`config.mk`:
```
export PLATFORM = sky130hd
export DESIGN_NAME = nbc_core
export DESIGN_NICKNAME = d
export VERILOG_FILES = /design/src/hw/nbc_pkg.sv /design/src/hw/nbc_stack.sv /design/src/hw/nbc_core.sv
export VERILOG_INCLUDE_DIRS = /design/src /design/src/hw
export SDC_FILE = /design/constraint.sdc
export NUM_CORES = 1
export LEC_CHECK = 0
export BUFFER_PORTS_ARGS = -buffer_cell sky130_fd_sc_hd__buf_4
export CAP_MARGIN = 25
export CORE_MARGIN = 5
export CORE_UTILIZATION = 60
export CTS_CLUSTER_DIAMETER = 80
export DETAILED_ROUTE_END_ITERATION = 10
export PLACE_DENSITY = 0.77
export SLEW_MARGIN = 20
export SYNTH_ARGS = -nofsm -noshare
export SYNTH_HDL_FRONTEND = slang
export SYNTH_SLANG_ARGS = --single-unit
```
`constraint.sdc`:
```
create_clock -name sys_clk_in -period 14.35 [get_ports sys_clk_in]
set_input_delay 4.305 -clock sys_clk_in [delete_from_list [all_inputs] [get_ports sys_clk_in]]
set_output_delay 4.305 -clock sys_clk_in [all_outputs]
set_load 0.005 [all_outputs]
```
`src/hw/nbc_consts.svh`:
```
// constants for the nibble core datapath: offsets, fields, vectors, counts
//
// Overview of operation
// [RQ1] program counter is twelve bits: page bit 11 above an 11-bit wrapping counter
// [RQ2] jump instruction loads the page bit, reaching code above the 2K boundary
// [RQ3] fetch addresses stay inside a 4K word program space
// [RQ4] ALU does add, subtract, decimal adjust, logic ops, branch tests, shift right
// [RQ5] carry flag takes the carry or no-borrow of every arithmetic operation
// [RQ6] calls and interrupts push carry with return address; interrupt return restores it
// [RQ7] return with constant pops the address but keeps the current carry
// [RQ8] accumulator is four bits and exchanges data with memory and registers
// [RQ9] table jump goes to page bits 11..8, then table register, then accumulator
// [RQ10] return with constant loads word bits 7..4 to table register, 3..0 to accumulator
// [RQ11] data pointer is high and middle parts of three bits, low part of four
// [RQ12] the pseudo index location accesses memory at pointer high, middle, low
// [RQ13] indirect addresses reach up to 3FF hex
// [RQ14] stack holds eight 13-bit entries, carry on top of pc bits 11..0
// [RQ15] stack is last in first out; calls push, returns pop into the pc
// [RQ16] a ninth nested push drops the oldest entry
// [RQ17] one instruction takes four oscillator periods
// [RQ18] converter, two timers and falling port edges interrupt, each using one level
// [RQ19] reset pc is 000; vectors 001 converter, 002 timer0, 003 timer1, 004 port
// [RQ20] 192 nibbles of data ram at 030..0EF keep contents while idle
// [RQ21] decimal add adds six above nine or on carry; decimal sub subtracts six on borrow
`ifndef NBC_CONSTS_SVH
`define NBC_CONSTS_SVH

`define NBC_RESET_PC 12'h000
`define NBC_VEC_ADC 12'h001
`define NBC_VEC_TMR0 12'h002
`define NBC_VEC_TMR1 12'h003
`define NBC_VEC_PORT 12'h004
`define NBC_STACK_DEPTH 8
`define NBC_STACK_FULL 4'h8
`define NBC_INX_ADDR 10'h00F
`define NBC_RAM_LO 10'h030
`define NBC_RAM_HI 10'h0EF
`define NBC_RAM_WORDS 192
`define NBC_OSC_PER_INSN 4
`define NBC_BCD_MAX 4'h9
`define NBC_BCD_ADJ 5'h06
`define NBC_BCD_SUB 4'hA
`define NBC_REG_CMD 8'h00
`define NBC_REG_STATUS 8'h04
`define NBC_REG_DPTR 8'h08
`define NBC_REG_IRQ 8'h0C
`define NBC_REG_CORE 8'h10

`endif

```
`src/hw/nbc_pkg.sv`:
```
// types shared by the nibble core datapath and its return stack
package nbc_pkg;
`include "nbc_consts.svh"

  // one-hot instruction phases
  typedef enum logic [4:0] {
    PH_IDLE = 5'h01,
    PH_ADDR = 5'h02,
    PH_READ = 5'h04,
    PH_LATCH = 5'h08,
    PH_EXEC = 5'h10
  } nbc_phase_e;

  // operation codes accepted by the command register
  typedef enum logic [4:0] {
    OP_NOP = 5'h00, OP_ADC, OP_ADD, OP_SBC, OP_SUB, OP_ADI, OP_SBI,
    OP_DEC_ADD, OP_DEC_SUB, OP_AND, OP_EOR, OP_OR, OP_ANDIM, OP_EORIM,
    OP_ORIM, OP_BIT_BR, OP_ZERO_BR, OP_CARRY_BR, OP_SHIFT_R, OP_LOAD,
    OP_STORE, OP_LOAD_IMM, OP_JUMP, OP_CALL, OP_RET_INT, OP_RET_CONST,
    OP_TABLE_JUMP
  } nbc_op_e;

  typedef struct packed {
    nbc_op_e op;
    logic [3:0] imm;
    logic [11:0] addr;
  } nbc_cmd_s;

  typedef struct packed {
    logic cy;
    logic [3:0] acc;
    logic [3:0] mem;
    logic wr_mem;
  } nbc_alu_s;

  typedef struct packed {
    logic rd;
    logic we;
    logic [9:0] addr;
    logic [3:0] wdata;
  } nbc_dm_s;

  typedef struct packed {
    logic cy;
    logic [11:0] pc;
  } nbc_frame_s;

  typedef struct packed {
    nbc_frame_s [`NBC_STACK_DEPTH-1:0] ent;
    logic [3:0] depth;
    logic lost;
  } nbc_stack_s;
endpackage

```
`src/hw/nbc_stack.sv`:
```
// eight-level return stack holding carry and program counter
module nbc_stack import nbc_pkg::*; (
  // clock and reset
  input wire logic sys_clk_in,
  input wire logic nrst_in,
  // push and pop requests
  input wire logic push_in,
  input wire logic pop_in,
  input wire nbc_frame_s push_frame_in,
  // state seen by the core
  output nbc_frame_s top_out,
  output logic [3:0] depth_out,
  output logic lost_out
);
  nbc_stack_s s_q, s_d;

  // shift-register stack, entry 0 is the top
  always_comb begin
    s_d = s_q;
    if (push_in) begin
      for (int i = `NBC_STACK_DEPTH - 1; i > 0; i--) begin
        s_d.ent[i] = s_q.ent[i-1]; // bottom falls off when full [RQ16]
      end
      s_d.ent[0] = push_frame_in; // carry above pc [RQ14] [RQ15]
      if (s_q.depth == `NBC_STACK_FULL) begin
        s_d.lost = 1'b1; // [RQ16]
      end else begin
        s_d.depth = s_q.depth + 4'h1;
      end
    end else if (pop_in) begin
      for (int i = 0; i < `NBC_STACK_DEPTH - 1; i++) begin
        s_d.ent[i] = s_q.ent[i+1]; // last in first out [RQ15]
      end
      s_d.ent[`NBC_STACK_DEPTH-1] = '0;
      if (s_q.depth != 4'h0) begin
        s_d.depth = s_q.depth - 4'h1;
      end
    end
  end

  // state register
  always_ff @(posedge sys_clk_in) begin
    if (!nrst_in) begin
      s_q <= '0;
    end else begin
      s_q <= s_d;
    end
  end

  assign top_out = s_q.ent[0];
  assign depth_out = s_q.depth;
  assign lost_out = s_q.lost;
endmodule

```
`src/hw/nbc_core.sv`:
```
// nibble core datapath: pc, alu, accumulator, pointer, ram and wishbone slave
//
// The implementer's own choices: register access over Wishbone and the placing of the registers.
module nbc_core import nbc_pkg::*; (
  // clock and reset
  input wire logic sys_clk_in,
  input wire logic nrst_in,
  // wishbone slave
  input wire logic wb_cyc_in,
  input wire logic wb_stb_in,
  input wire logic wb_we_in,
  input wire logic [7:0] wb_adr_in,
  input wire logic [3:0] wb_sel_in,
  input wire logic [31:0] wb_dat_in,
  output logic [31:0] wb_dat_out,
  output logic wb_ack_out,
  // interrupt sources
  input wire logic adc_irq_in,
  input wire logic tmr0_irq_in,
  input wire logic tmr1_irq_in,
  input wire logic [1:0] port_grp_in,
  // program rom fetch address
  output logic [11:0] rom_addr_out,
  // system register and external data port
  output nbc_dm_s dm_out,
  input wire logic [3:0] dm_rdata_in
);

  // --------------------------------------------------------------
  // state
  // --------------------------------------------------------------

  typedef struct packed {
    nbc_phase_e phase;
    nbc_cmd_s cmd;
    logic [11:0] pc;
    logic [3:0] acc;
    logic [3:0] table_branch_register;
    logic cy;
    logic [3:0] pointer_low_part;
    logic [2:0] pointer_middle_part;
    logic [2:0] pointer_high_part;
    logic [3:0] mdata;
    logic internal;
    logic [3:0] irq_en;
    logic [3:0] pend;
    logic [1:0] port_prev;
    logic ack;
    logic [31:0] rdata;
    nbc_dm_s dm;
  } nbc_core_s;

  nbc_core_s s_q, s_d;
  logic [3:0] ram_q [`NBC_RAM_WORDS]; // data ram, never reset [RQ20]
  nbc_alu_s alu_r;
  nbc_frame_s top_w;
  nbc_frame_s push_frame;
  logic [3:0] depth_w;
  logic lost_w;
  logic push_w;
  logic pop_w;
  logic wb_wr;
  logic start_w;
  logic [3:0] take_w;
  logic [3:0] events_w;
  logic [9:0] eff_w;
  logic [7:0] ram_idx;
  logic [11:0] pc_inc;
  logic [31:0] rd_word;

  // --------------------------------------------------------------
  // helpers
  // --------------------------------------------------------------

  // byte-lane merge of a wishbone write
  function automatic logic [31:0] wb_merge(input logic [31:0] old_v,
                                           input logic [31:0] new_v,
                                           input logic [3:0] sel);
    logic [31:0] r;
    r = old_v;
    for (int i = 0; i < 4; i++) begin
      if (sel[i]) begin
        r[i*8 +: 8] = new_v[i*8 +: 8];
      end
    end
    return r;
  endfunction

  // operations that read a data nibble
  function automatic logic reads_mem(input nbc_op_e op);
    case (op)
      OP_ADC, OP_ADD, OP_SBC, OP_SUB, OP_ADI, OP_SBI, OP_AND, OP_EOR,
      OP_OR, OP_ANDIM, OP_EORIM, OP_ORIM, OP_LOAD: reads_mem = 1'b1;
      default: reads_mem = 1'b0;
    endcase
  endfunction

  // fixed priority: converter, timer0, timer1, port
  function automatic logic [3:0] pick_irq(input logic [3:0] req);
    casez (req)
      4'b1???: pick_irq = 4'h8;
      4'b01??: pick_irq = 4'h4;
      4'b001?: pick_irq = 4'h2;
      4'b0001: pick_irq = 4'h1;
      default: pick_irq = 4'h0;
    endcase
  endfunction

  // entry address of an accepted interrupt
  function automatic logic [11:0] irq_vector(input logic [3:0] one);
    case (one)
      4'h8: irq_vector = `NBC_VEC_ADC; // [RQ19]
      4'h4: irq_vector = `NBC_VEC_TMR0;
      4'h2: irq_vector = `NBC_VEC_TMR1;
      default: irq_vector = `NBC_VEC_PORT;
    endcase
  endfunction

  // nibble alu; carry set means carry out or no borrow
  function automatic nbc_alu_s alu(input nbc_op_e op, input logic [3:0] a,
                                   input logic [3:0] m, input logic [3:0] imm,
                                   input logic cy);
    nbc_alu_s r;
    logic [4:0] sum;
    r.cy = cy;
    r.acc = a;
    r.mem = m;
    r.wr_mem = 1'b0;
    sum = 5'h00;
    case (op)
      OP_ADC: sum = {1'b0, m} + {1'b0, a} + {4'h0, cy};
      OP_ADD: sum = {1'b0, m} + {1'b0, a};
      OP_SBC: sum = {1'b0, m} + {1'b0, ~a} + {4'h0, cy};
      OP_SUB: sum = {1'b0, m} + {1'b0, ~a} + 5'h01;
      OP_ADI: sum = {1'b0, m} + {1'b0, imm};
      OP_SBI: sum = {1'b0, m} + {1'b0, ~imm} + 5'h01;
      default: sum = 5'h00;
    endcase
    case (op)
      OP_ADC, OP_ADD, OP_SBC, OP_SUB, OP_ADI, OP_SBI: begin
        r.acc = sum[3:0];
        r.cy = sum[4]; // [RQ5]
      end
      OP_DEC_ADD: begin
        if (a > `NBC_BCD_MAX || cy) begin
          sum = {1'b0, a} + `NBC_BCD_ADJ; // [RQ21]
          r.acc = sum[3:0];
          r.cy = 1'b1;
        end
      end
      OP_DEC_SUB: begin
        if (!cy) begin
          r.acc = a + `NBC_BCD_SUB; // minus six, borrow kept [RQ21]
        end
      end
      OP_AND: r.acc = a & m;
      OP_EOR: r.acc = a ^ m;
      OP_OR: r.acc = a | m;
      OP_ANDIM: begin
        r.mem = m & imm;
        r.wr_mem = 1'b1;
      end
      OP_EORIM: begin
        r.mem = m ^ imm;
        r.wr_mem = 1'b1;
      end
      OP_ORIM: begin
        r.mem = m | imm;
        r.wr_mem = 1'b1;
      end
      OP_SHIFT_R: begin
        r.acc = {1'b0, a[3:1]};
        r.cy = a[0];
      end
      OP_LOAD: r.acc = m; // [RQ8]
      OP_LOAD_IMM: r.acc = imm;
      OP_STORE: begin
        r.mem = a; // [RQ8]
        r.wr_mem = 1'b1;
      end
      default: r.cy = cy;
    endcase
    return r;
  endfunction

  // --------------------------------------------------------------
  // datapath terms
  // --------------------------------------------------------------

  // pseudo index location redirects to the pointer [RQ12] [RQ13]
  assign eff_w = (s_q.cmd.addr[9:0] == `NBC_INX_ADDR) ?
                 {s_q.pointer_high_part, s_q.pointer_middle_part, s_q.pointer_low_part} : s_q.cmd.addr[9:0]; // [RQ11]
  assign ram_idx = 8'(s_q.dm.addr - `NBC_RAM_LO);
  assign pc_inc = {s_q.pc[11], s_q.pc[10:0] + 11'h001}; // page bit held [RQ1]
  assign alu_r = alu(s_q.cmd.op, s_q.acc, s_q.mdata, s_q.cmd.imm, s_q.cy); // [RQ4]
  assign wb_wr = wb_cyc_in && wb_stb_in && wb_we_in && s_q.ack;
  assign start_w = wb_wr && (wb_adr_in == `NBC_REG_CMD) && (s_q.phase == PH_IDLE);
  assign events_w = {adc_irq_in, tmr0_irq_in, tmr1_irq_in,
                     |(s_q.port_prev & ~port_grp_in)}; // falling edge [RQ18]
  assign take_w = (s_q.phase == PH_IDLE && !start_w) ?
                  pick_irq(s_q.pend & s_q.irq_en) : 4'h0;

  // stack control: calls and interrupts push, returns pop
  assign push_w = (|take_w) || (s_q.phase == PH_EXEC && s_q.cmd.op == OP_CALL); // [RQ18]
  assign pop_w = s_q.phase == PH_EXEC &&
                 (s_q.cmd.op == OP_RET_INT || s_q.cmd.op == OP_RET_CONST); // [RQ15]
  assign push_frame = '{cy: s_q.cy,
                        pc: (|take_w) ? s_q.pc : pc_inc}; // [RQ6]

  nbc_stack u_stack (
    .sys_clk_in(sys_clk_in),
    .nrst_in(nrst_in),
    .push_in(push_w),
    .pop_in(pop_w),
    .push_frame_in(push_frame),
    .top_out(top_w),
    .depth_out(depth_w),
    .lost_out(lost_w)
  );

  // register read mux
  always_comb begin
    case (wb_adr_in)
      `NBC_REG_CMD: rd_word = {s_q.phase != PH_IDLE, 10'h000, s_q.cmd};
      `NBC_REG_STATUS: rd_word = {6'h00, lost_w, depth_w, s_q.cy, s_q.table_branch_register,
                                  s_q.acc, s_q.pc};
      `NBC_REG_DPTR: rd_word = {22'h000000, s_q.pointer_high_part, s_q.pointer_middle_part, s_q.pointer_low_part};
      `NBC_REG_IRQ: rd_word = {24'h000000, s_q.pend, s_q.irq_en};
      `NBC_REG_CORE: rd_word = {23'h000000, s_q.cy, s_q.table_branch_register, s_q.acc};
      default: rd_word = 32'h00000000;
    endcase
  end

  // --------------------------------------------------------------
  // next state
  // --------------------------------------------------------------

  always_comb begin
    logic [31:0] w;
    w = 32'h00000000;
    s_d = s_q;
    s_d.dm.rd = 1'b0;
    s_d.dm.we = 1'b0;
    s_d.port_prev = port_grp_in;
    // pending: a new event wins over the clear on acceptance
    s_d.pend = (s_q.pend & ~take_w) | events_w;

    // wishbone: registered ack, write lands on the ack edge
    s_d.ack = wb_cyc_in && wb_stb_in && !s_q.ack;
    if (wb_cyc_in && wb_stb_in && !s_q.ack) begin
      s_d.rdata = rd_word;
    end
    if (wb_wr) begin
      case (wb_adr_in)
        `NBC_REG_DPTR: begin
          w = wb_merge({22'h000000, s_q.pointer_high_part, s_q.pointer_middle_part, s_q.pointer_low_part}, wb_dat_in, wb_sel_in);
          s_d.pointer_low_part = w[3:0]; // [RQ11]
          s_d.pointer_middle_part = w[6:4];
          s_d.pointer_high_part = w[9:7];
        end
        `NBC_REG_IRQ: begin
          w = wb_merge({28'h0000000, s_q.irq_en}, wb_dat_in, wb_sel_in);
          s_d.irq_en = w[3:0];
        end
        `NBC_REG_CORE: begin
          if (s_q.phase == PH_IDLE) begin
            w = wb_merge({23'h000000, s_q.cy, s_q.table_branch_register, s_q.acc}, wb_dat_in, wb_sel_in);
            s_d.acc = w[3:0];
            s_d.table_branch_register = w[7:4];
            s_d.cy = w[8];
          end
        end
        default: w = 32'h00000000;
      endcase
    end

    // four-phase instruction cycle [RQ17]
    case (s_q.phase)
      PH_IDLE: begin
        if (start_w) begin
          w = wb_merge({11'h000, s_q.cmd}, wb_dat_in, wb_sel_in);
          s_d.cmd = nbc_cmd_s'(w[20:0]);
          s_d.phase = PH_ADDR;
        end else if (|take_w) begin
          s_d.pc = irq_vector(take_w); // [RQ19]
        end
      end
      PH_ADDR: begin
        s_d.dm.addr = eff_w;
        s_d.internal = eff_w >= `NBC_RAM_LO && eff_w <= `NBC_RAM_HI;
        s_d.dm.rd = reads_mem(s_q.cmd.op) &&
                    !(eff_w >= `NBC_RAM_LO && eff_w <= `NBC_RAM_HI);
        s_d.phase = PH_READ;
      end
      PH_READ: begin
        s_d.phase = PH_LATCH;
      end
      PH_LATCH: begin
        s_d.mdata = s_q.internal ? ram_q[ram_idx] : dm_rdata_in;
        s_d.phase = PH_EXEC;
      end
      PH_EXEC: begin
        s_d.acc = alu_r.acc; // [RQ8]
        s_d.cy = alu_r.cy; // [RQ5]
        s_d.pc = pc_inc;
        if (alu_r.wr_mem && !s_q.internal) begin
          s_d.dm.we = 1'b1;
          s_d.dm.wdata = alu_r.mem;
        end
        case (s_q.cmd.op)
          OP_JUMP: s_d.pc = s_q.cmd.addr; // page bit loaded [RQ2] [RQ3]
          OP_CALL: s_d.pc = s_q.cmd.addr;
          OP_RET_INT: begin
            s_d.pc = top_w.pc; // [RQ15]
            s_d.cy = top_w.cy; // [RQ6]
          end
          OP_RET_CONST: begin
            s_d.pc = top_w.pc; // carry left alone [RQ7]
            s_d.table_branch_register = s_q.cmd.addr[7:4]; // [RQ10]
            s_d.acc = s_q.cmd.addr[3:0];
          end
          OP_TABLE_JUMP: s_d.pc = {s_q.pc[11:8], s_q.table_branch_register, s_q.acc}; // [RQ9]
          OP_BIT_BR: begin
            if (s_q.acc[s_q.cmd.imm[1:0]]) begin
              s_d.pc = {s_q.pc[11], s_q.cmd.addr[10:0]}; // [RQ4]
            end
          end
          OP_ZERO_BR: begin
            if (s_q.acc == 4'h0) begin
              s_d.pc = {s_q.pc[11], s_q.cmd.addr[10:0]};
            end
          end
          OP_CARRY_BR: begin
            if (s_q.cy) begin
              s_d.pc = {s_q.pc[11], s_q.cmd.addr[10:0]};
            end
          end
          default: s_d.pc = pc_inc;
        endcase
        s_d.phase = PH_IDLE;
      end
      default: s_d.phase = PH_IDLE;
    endcase
  end

  // --------------------------------------------------------------
  // registers
  // --------------------------------------------------------------

  // core state, pc starts at zero [RQ19]
  always_ff @(posedge sys_clk_in) begin
    if (!nrst_in) begin
      s_q <= '0;
      s_q.phase <= PH_IDLE;
      s_q.pc <= `NBC_RESET_PC;
    end else begin
      s_q <= s_d;
    end
  end

  // data ram write during the execute phase [RQ20]
  always_ff @(posedge sys_clk_in) begin
    if (s_q.phase == PH_EXEC && alu_r.wr_mem && s_q.internal) begin
      ram_q[ram_idx] <= alu_r.mem;
    end
  end

  // outputs
  assign wb_ack_out = s_q.ack;
  assign wb_dat_out = s_q.rdata;
  assign rom_addr_out = s_q.pc; // twelve bits, 4K at most [RQ3]
  assign dm_out = s_q.dm;

endmodule

```
==> flow_summary.json <==
{
  "cp_cell_sequence": "buf_4 > nor4_1 > nand3_1 > nand3_1 > nand2_4 > buf_4 > nor2_4 > buf_4 > nand2_1 > a21oi_1",
  "irDropWorstVdd_v": 0.0001229,
  "worst_pin_slew_ns": 1.140,
  "ys_async_sr_fraction_pct": 0,
  "remaining_drc_errors": 0,
  "synth-edff-count": 768,
  "critPathMaxFanout": 62,
  "setup_viol": 0,
  "antenna_found_initial": 1,
  "final-hold-violation-count": 0,
  "root_buffer": "clkbuf_16",
  "worstSkewPairLatency_ns": 0.68,
  "fillCellCount": 4666,
  "switching_share_pct": 20.36,
  "pwr-share-comb_pct": 0.9,
  "cap_violations": 0,
  "hold_path.class": "flip-flop to flip-flop",
  "fin_skew_ns": 0.03695,
  "slowest_stage": "buf_4",
  "timing.fmax_mhz": 133.5,
  "cts_resized": 0,
  "die_area_sq_um": 76050,
  "worst_setup_path_end_kind": "flip-flop",
  "relSlewSlack_pct": 23.84,
  "grt_pass1_vias": 26950,
  "pwr-share-clk_pct": 44.9,
  "coreArea_sq_um": 70030,
  "cellPowerDensity_nw_per_um2": 120.6,
  "pin_count": 119,
  "clockBufferDepth": 3,
  "status": "complete, no violations",
  "ys_seq_area_share_pct": 65.09,
  "die_w_um": 275.8,
  "design_area_sq_um": 46850,
  "reg2regPathDepth": 9,
  "switching_power_mw": 1.151,
  "cts_tree": "yes",
  "grt_overflow": 0,
  "maxSlewViolCount": 0,
  "worst_setup_path_start_kind": "input port",
  "drtPass1Iterations": 8,
  "hpwl_mm": 69.24,
  "ant_nets": 0,
  "r2r_start": "dm_out[5]",
  "initial_core_util_pct": 60.52,
  "grt_max_degree": 114,
  "layout_commonest_cell": "edfxtp_1",
  "min_to": "dm_out[15]",
  "cts_hold_buf": 0,
  "leakagePower_nw": 15.91,
  "cts.sinks": 994,
  "seqPwrFrac_pct": 54.2,
  "fin_setup_tns_ns": 0,
  "utilization_pct": 66.90,
  "grt_first_pass_wirelength_mm": 167.5,
  "vias": 27570,
  "period_share_pct": 52.19,
  "clkTransAtPathRegs_ns": 0.06,
  "track_usage_pct": 29.17,
  "cp.arrival_ns": 8.08,
  "gp_congestion": 0.9239,
  "rsz0062_at_grt": "false",
  "routed_wl_mm": 112.3,
  "place_area_sq_um": 43540,
  "yosys_register_bits": 994,
  "crit_path_frequent_cell": "buf_4",
  "numPortBuffers": 101,
  "r2r_end": "s_q[62]",
  "wl_per_cell_um": 27.59,
  "yosysUniqueCellTypes": 81,
  "synth_cells": 3064,
  "die_h_um": 275.8,
  "via_per_inst": 6.771,
  "min_path_cells": 2,
  "drive_gt1_share_pct": 16.33,
  "syn2layout_area_growth_pct": 10.55,
  "critPathKind": "input port to flip-flop",
  "rrSetupSlack_ns": 8.98,
  "worstPathRequired_ns": 14.94,
  "layout_min_cycle_time_ns": 7.489,
  "fin_nets": 3146,
  "post_cts_buffers": 0,
  "synth_ff_type": "edfxtp_1",
  "cts.htree.levels": 3,
  "layout_common_cells": "edfxtp_1, nor2_1, nand2_1",
  "synth.avg_cell_area_sq_um": 13.83,
  "internal-power_mw": 4.500,
  "rows": 97,
  "netlist_area_sq_um": 42380,
  "yosys_warnings": 0,
  "cts_buffers": 98,
  "first_iter_violations": 4133,
  "slowest_delay_ns": 0.61
}
## state kept, by name (all words and copies together) (netlist names), named ones only
name               flops
u_stack.depth_out      4
u_stack.s_q           91
wb_ack_out             1
u_stack.top_out       13
push_frame             1
ram_q                768
wb_dat_out            27
rom_addr_out          12
u_stack.lost_out       1
dm_out                16
s_q                   59
## logic make-up after synthesis
logic type	synth area share, %
flops	65.09
simple gates	8.113
compound gates	9.710
buf+inv	3.546
mux	11.67
fa+ha+maj	1.346
xor+xnor	0.5167
other cells	0.008848
## through the flow
step / instances / hold WS (ns) / power, mW / setup slack [ns]
2_1_floorplan: 3068 / 0.4045 / 3.153 / 7.735
3_3_place_gp: 3875 / 0.4259 / 3.172 / 6.467
5_1_grt: 4070 / 0.4511 / 5.796 / 6.601
6_report: 4071 / 0.4281 / 5.650 / 6.861
4_1_cts: 4065 / 0.4282 / 5.663 / 6.921
3_5_place_dp: 3881 / 0.4273 / 3.173 / 6.291
## worst max-delay path by stage
| stage | start | slack [ns] | to | cells past startpoint |
|---|---|---|---|---|
| finish | wb_adr_in[5] | 6.86 | u_stack.s_q[77] | 10 |
| global route | wb_adr_in[5] | 6.60 | u_stack.top_out[12] | 10 |
| CTS | wb_adr_in[5] | 6.92 | u_stack.s_q[77] | 10 |
| detailed placement | wb_adr_in[5] | 6.29 | u_stack.s_q[77] | 10 |
| global placement | wb_adr_in[5] | 6.47 | u_stack.depth_out[3] | 14 |
| floorplan | wb_adr_in[5] | 7.73 | u_stack.depth_out[3] | 13 |
## worst max-delay path, delay by kind of cell
family,cells,cell delay (ns)
buffers and inverters,3,1.17
AND/OR/NAND/NOR,6,2.35
AO/OA/AOI/OAI,1,0.19
## synthesized netlist by cell type (13+ instances only)
| cell | count | area (sq um) |
|---|---|---|
| buf_4 | 67 | 503.0 |
| o221ai_1 | 18 | 157.7 |
| a221oi_1 | 18 | 157.7 |
| clkbuf_1 | 148 | 555.5 |
| nand2b_1 | 15 | 93.84 |
| a21oi_1 | 191 | 955.9 |
| o21ai_0 | 65 | 325.3 |
| a211oi_1 | 41 | 307.8 |
| a222oi_1 | 13 | 130.1 |
| a22oi_1 | 134 | 1006 |
| nor3_1 | 31 | 155.2 |
| and3_1 | 15 | 93.84 |
| o211ai_1 | 15 | 112.6 |
| mux2i_1 | 134 | 1341 |
| a22o_1 | 13 | 113.9 |
| buf_2 | 53 | 265.3 |
| nor2_1 | 320 | 1201 |
| mux4_2 | 155 | 3491 |
| xnor2_1 | 15 | 131.4 |
| nand3_1 | 80 | 400.4 |
| dfxtp_1 | 226 | 4524 |
| edfxtp_1 | 768 | 23060 |
| inv_1 | 32 | 120.1 |
| ha_1 | 36 | 450.4 |
| a31oi_1 | 13 | 81.33 |
| o22ai_1 | 28 | 175.2 |
| nand2_1 | 225 | 844.6 |
## final cells by class
type | instances | area (sq um) | area share, %
Sequential cell | 994 | 27600 | 58.90
Tap cell | 940 | 1176 | 2.510
Multi-Input combinational cell | 1759 | 13380 | 28.57
Timing Repair Buffer | 157 | 1358 | 2.898
Antenna cell | 1 | 2.502 | 0.005341
Inverter | 36 | 142.6 | 0.3044
Clock inverter | 60 | 520.5 | 1.111
Clock buffer | 124 | 2671 | 5.702
## per-layer routing
metal / part of all wire, % / global-route usage, %
met2: 47 / 46.78
met5: 0 / 0
met3: 10 / 5.398
met1: 37 / 39.33
met4: 5.5 / 13.50
## power by group through the flow
stage | Clock [mW] | Sequential, mW | Combinational [mW]
after floorplan | 0 | 3.12 | 0.0279
after global placement | 0 | 3.13 | 0.0465
after detailed placement | 0 | 3.13 | 0.0472
after CTS | 2.55 | 3.06 | 0.0474
after global routing | 2.68 | 3.06 | 0.0523
final | 2.54 | 3.06 | 0.0491
(Power assumes the default switching activity.)
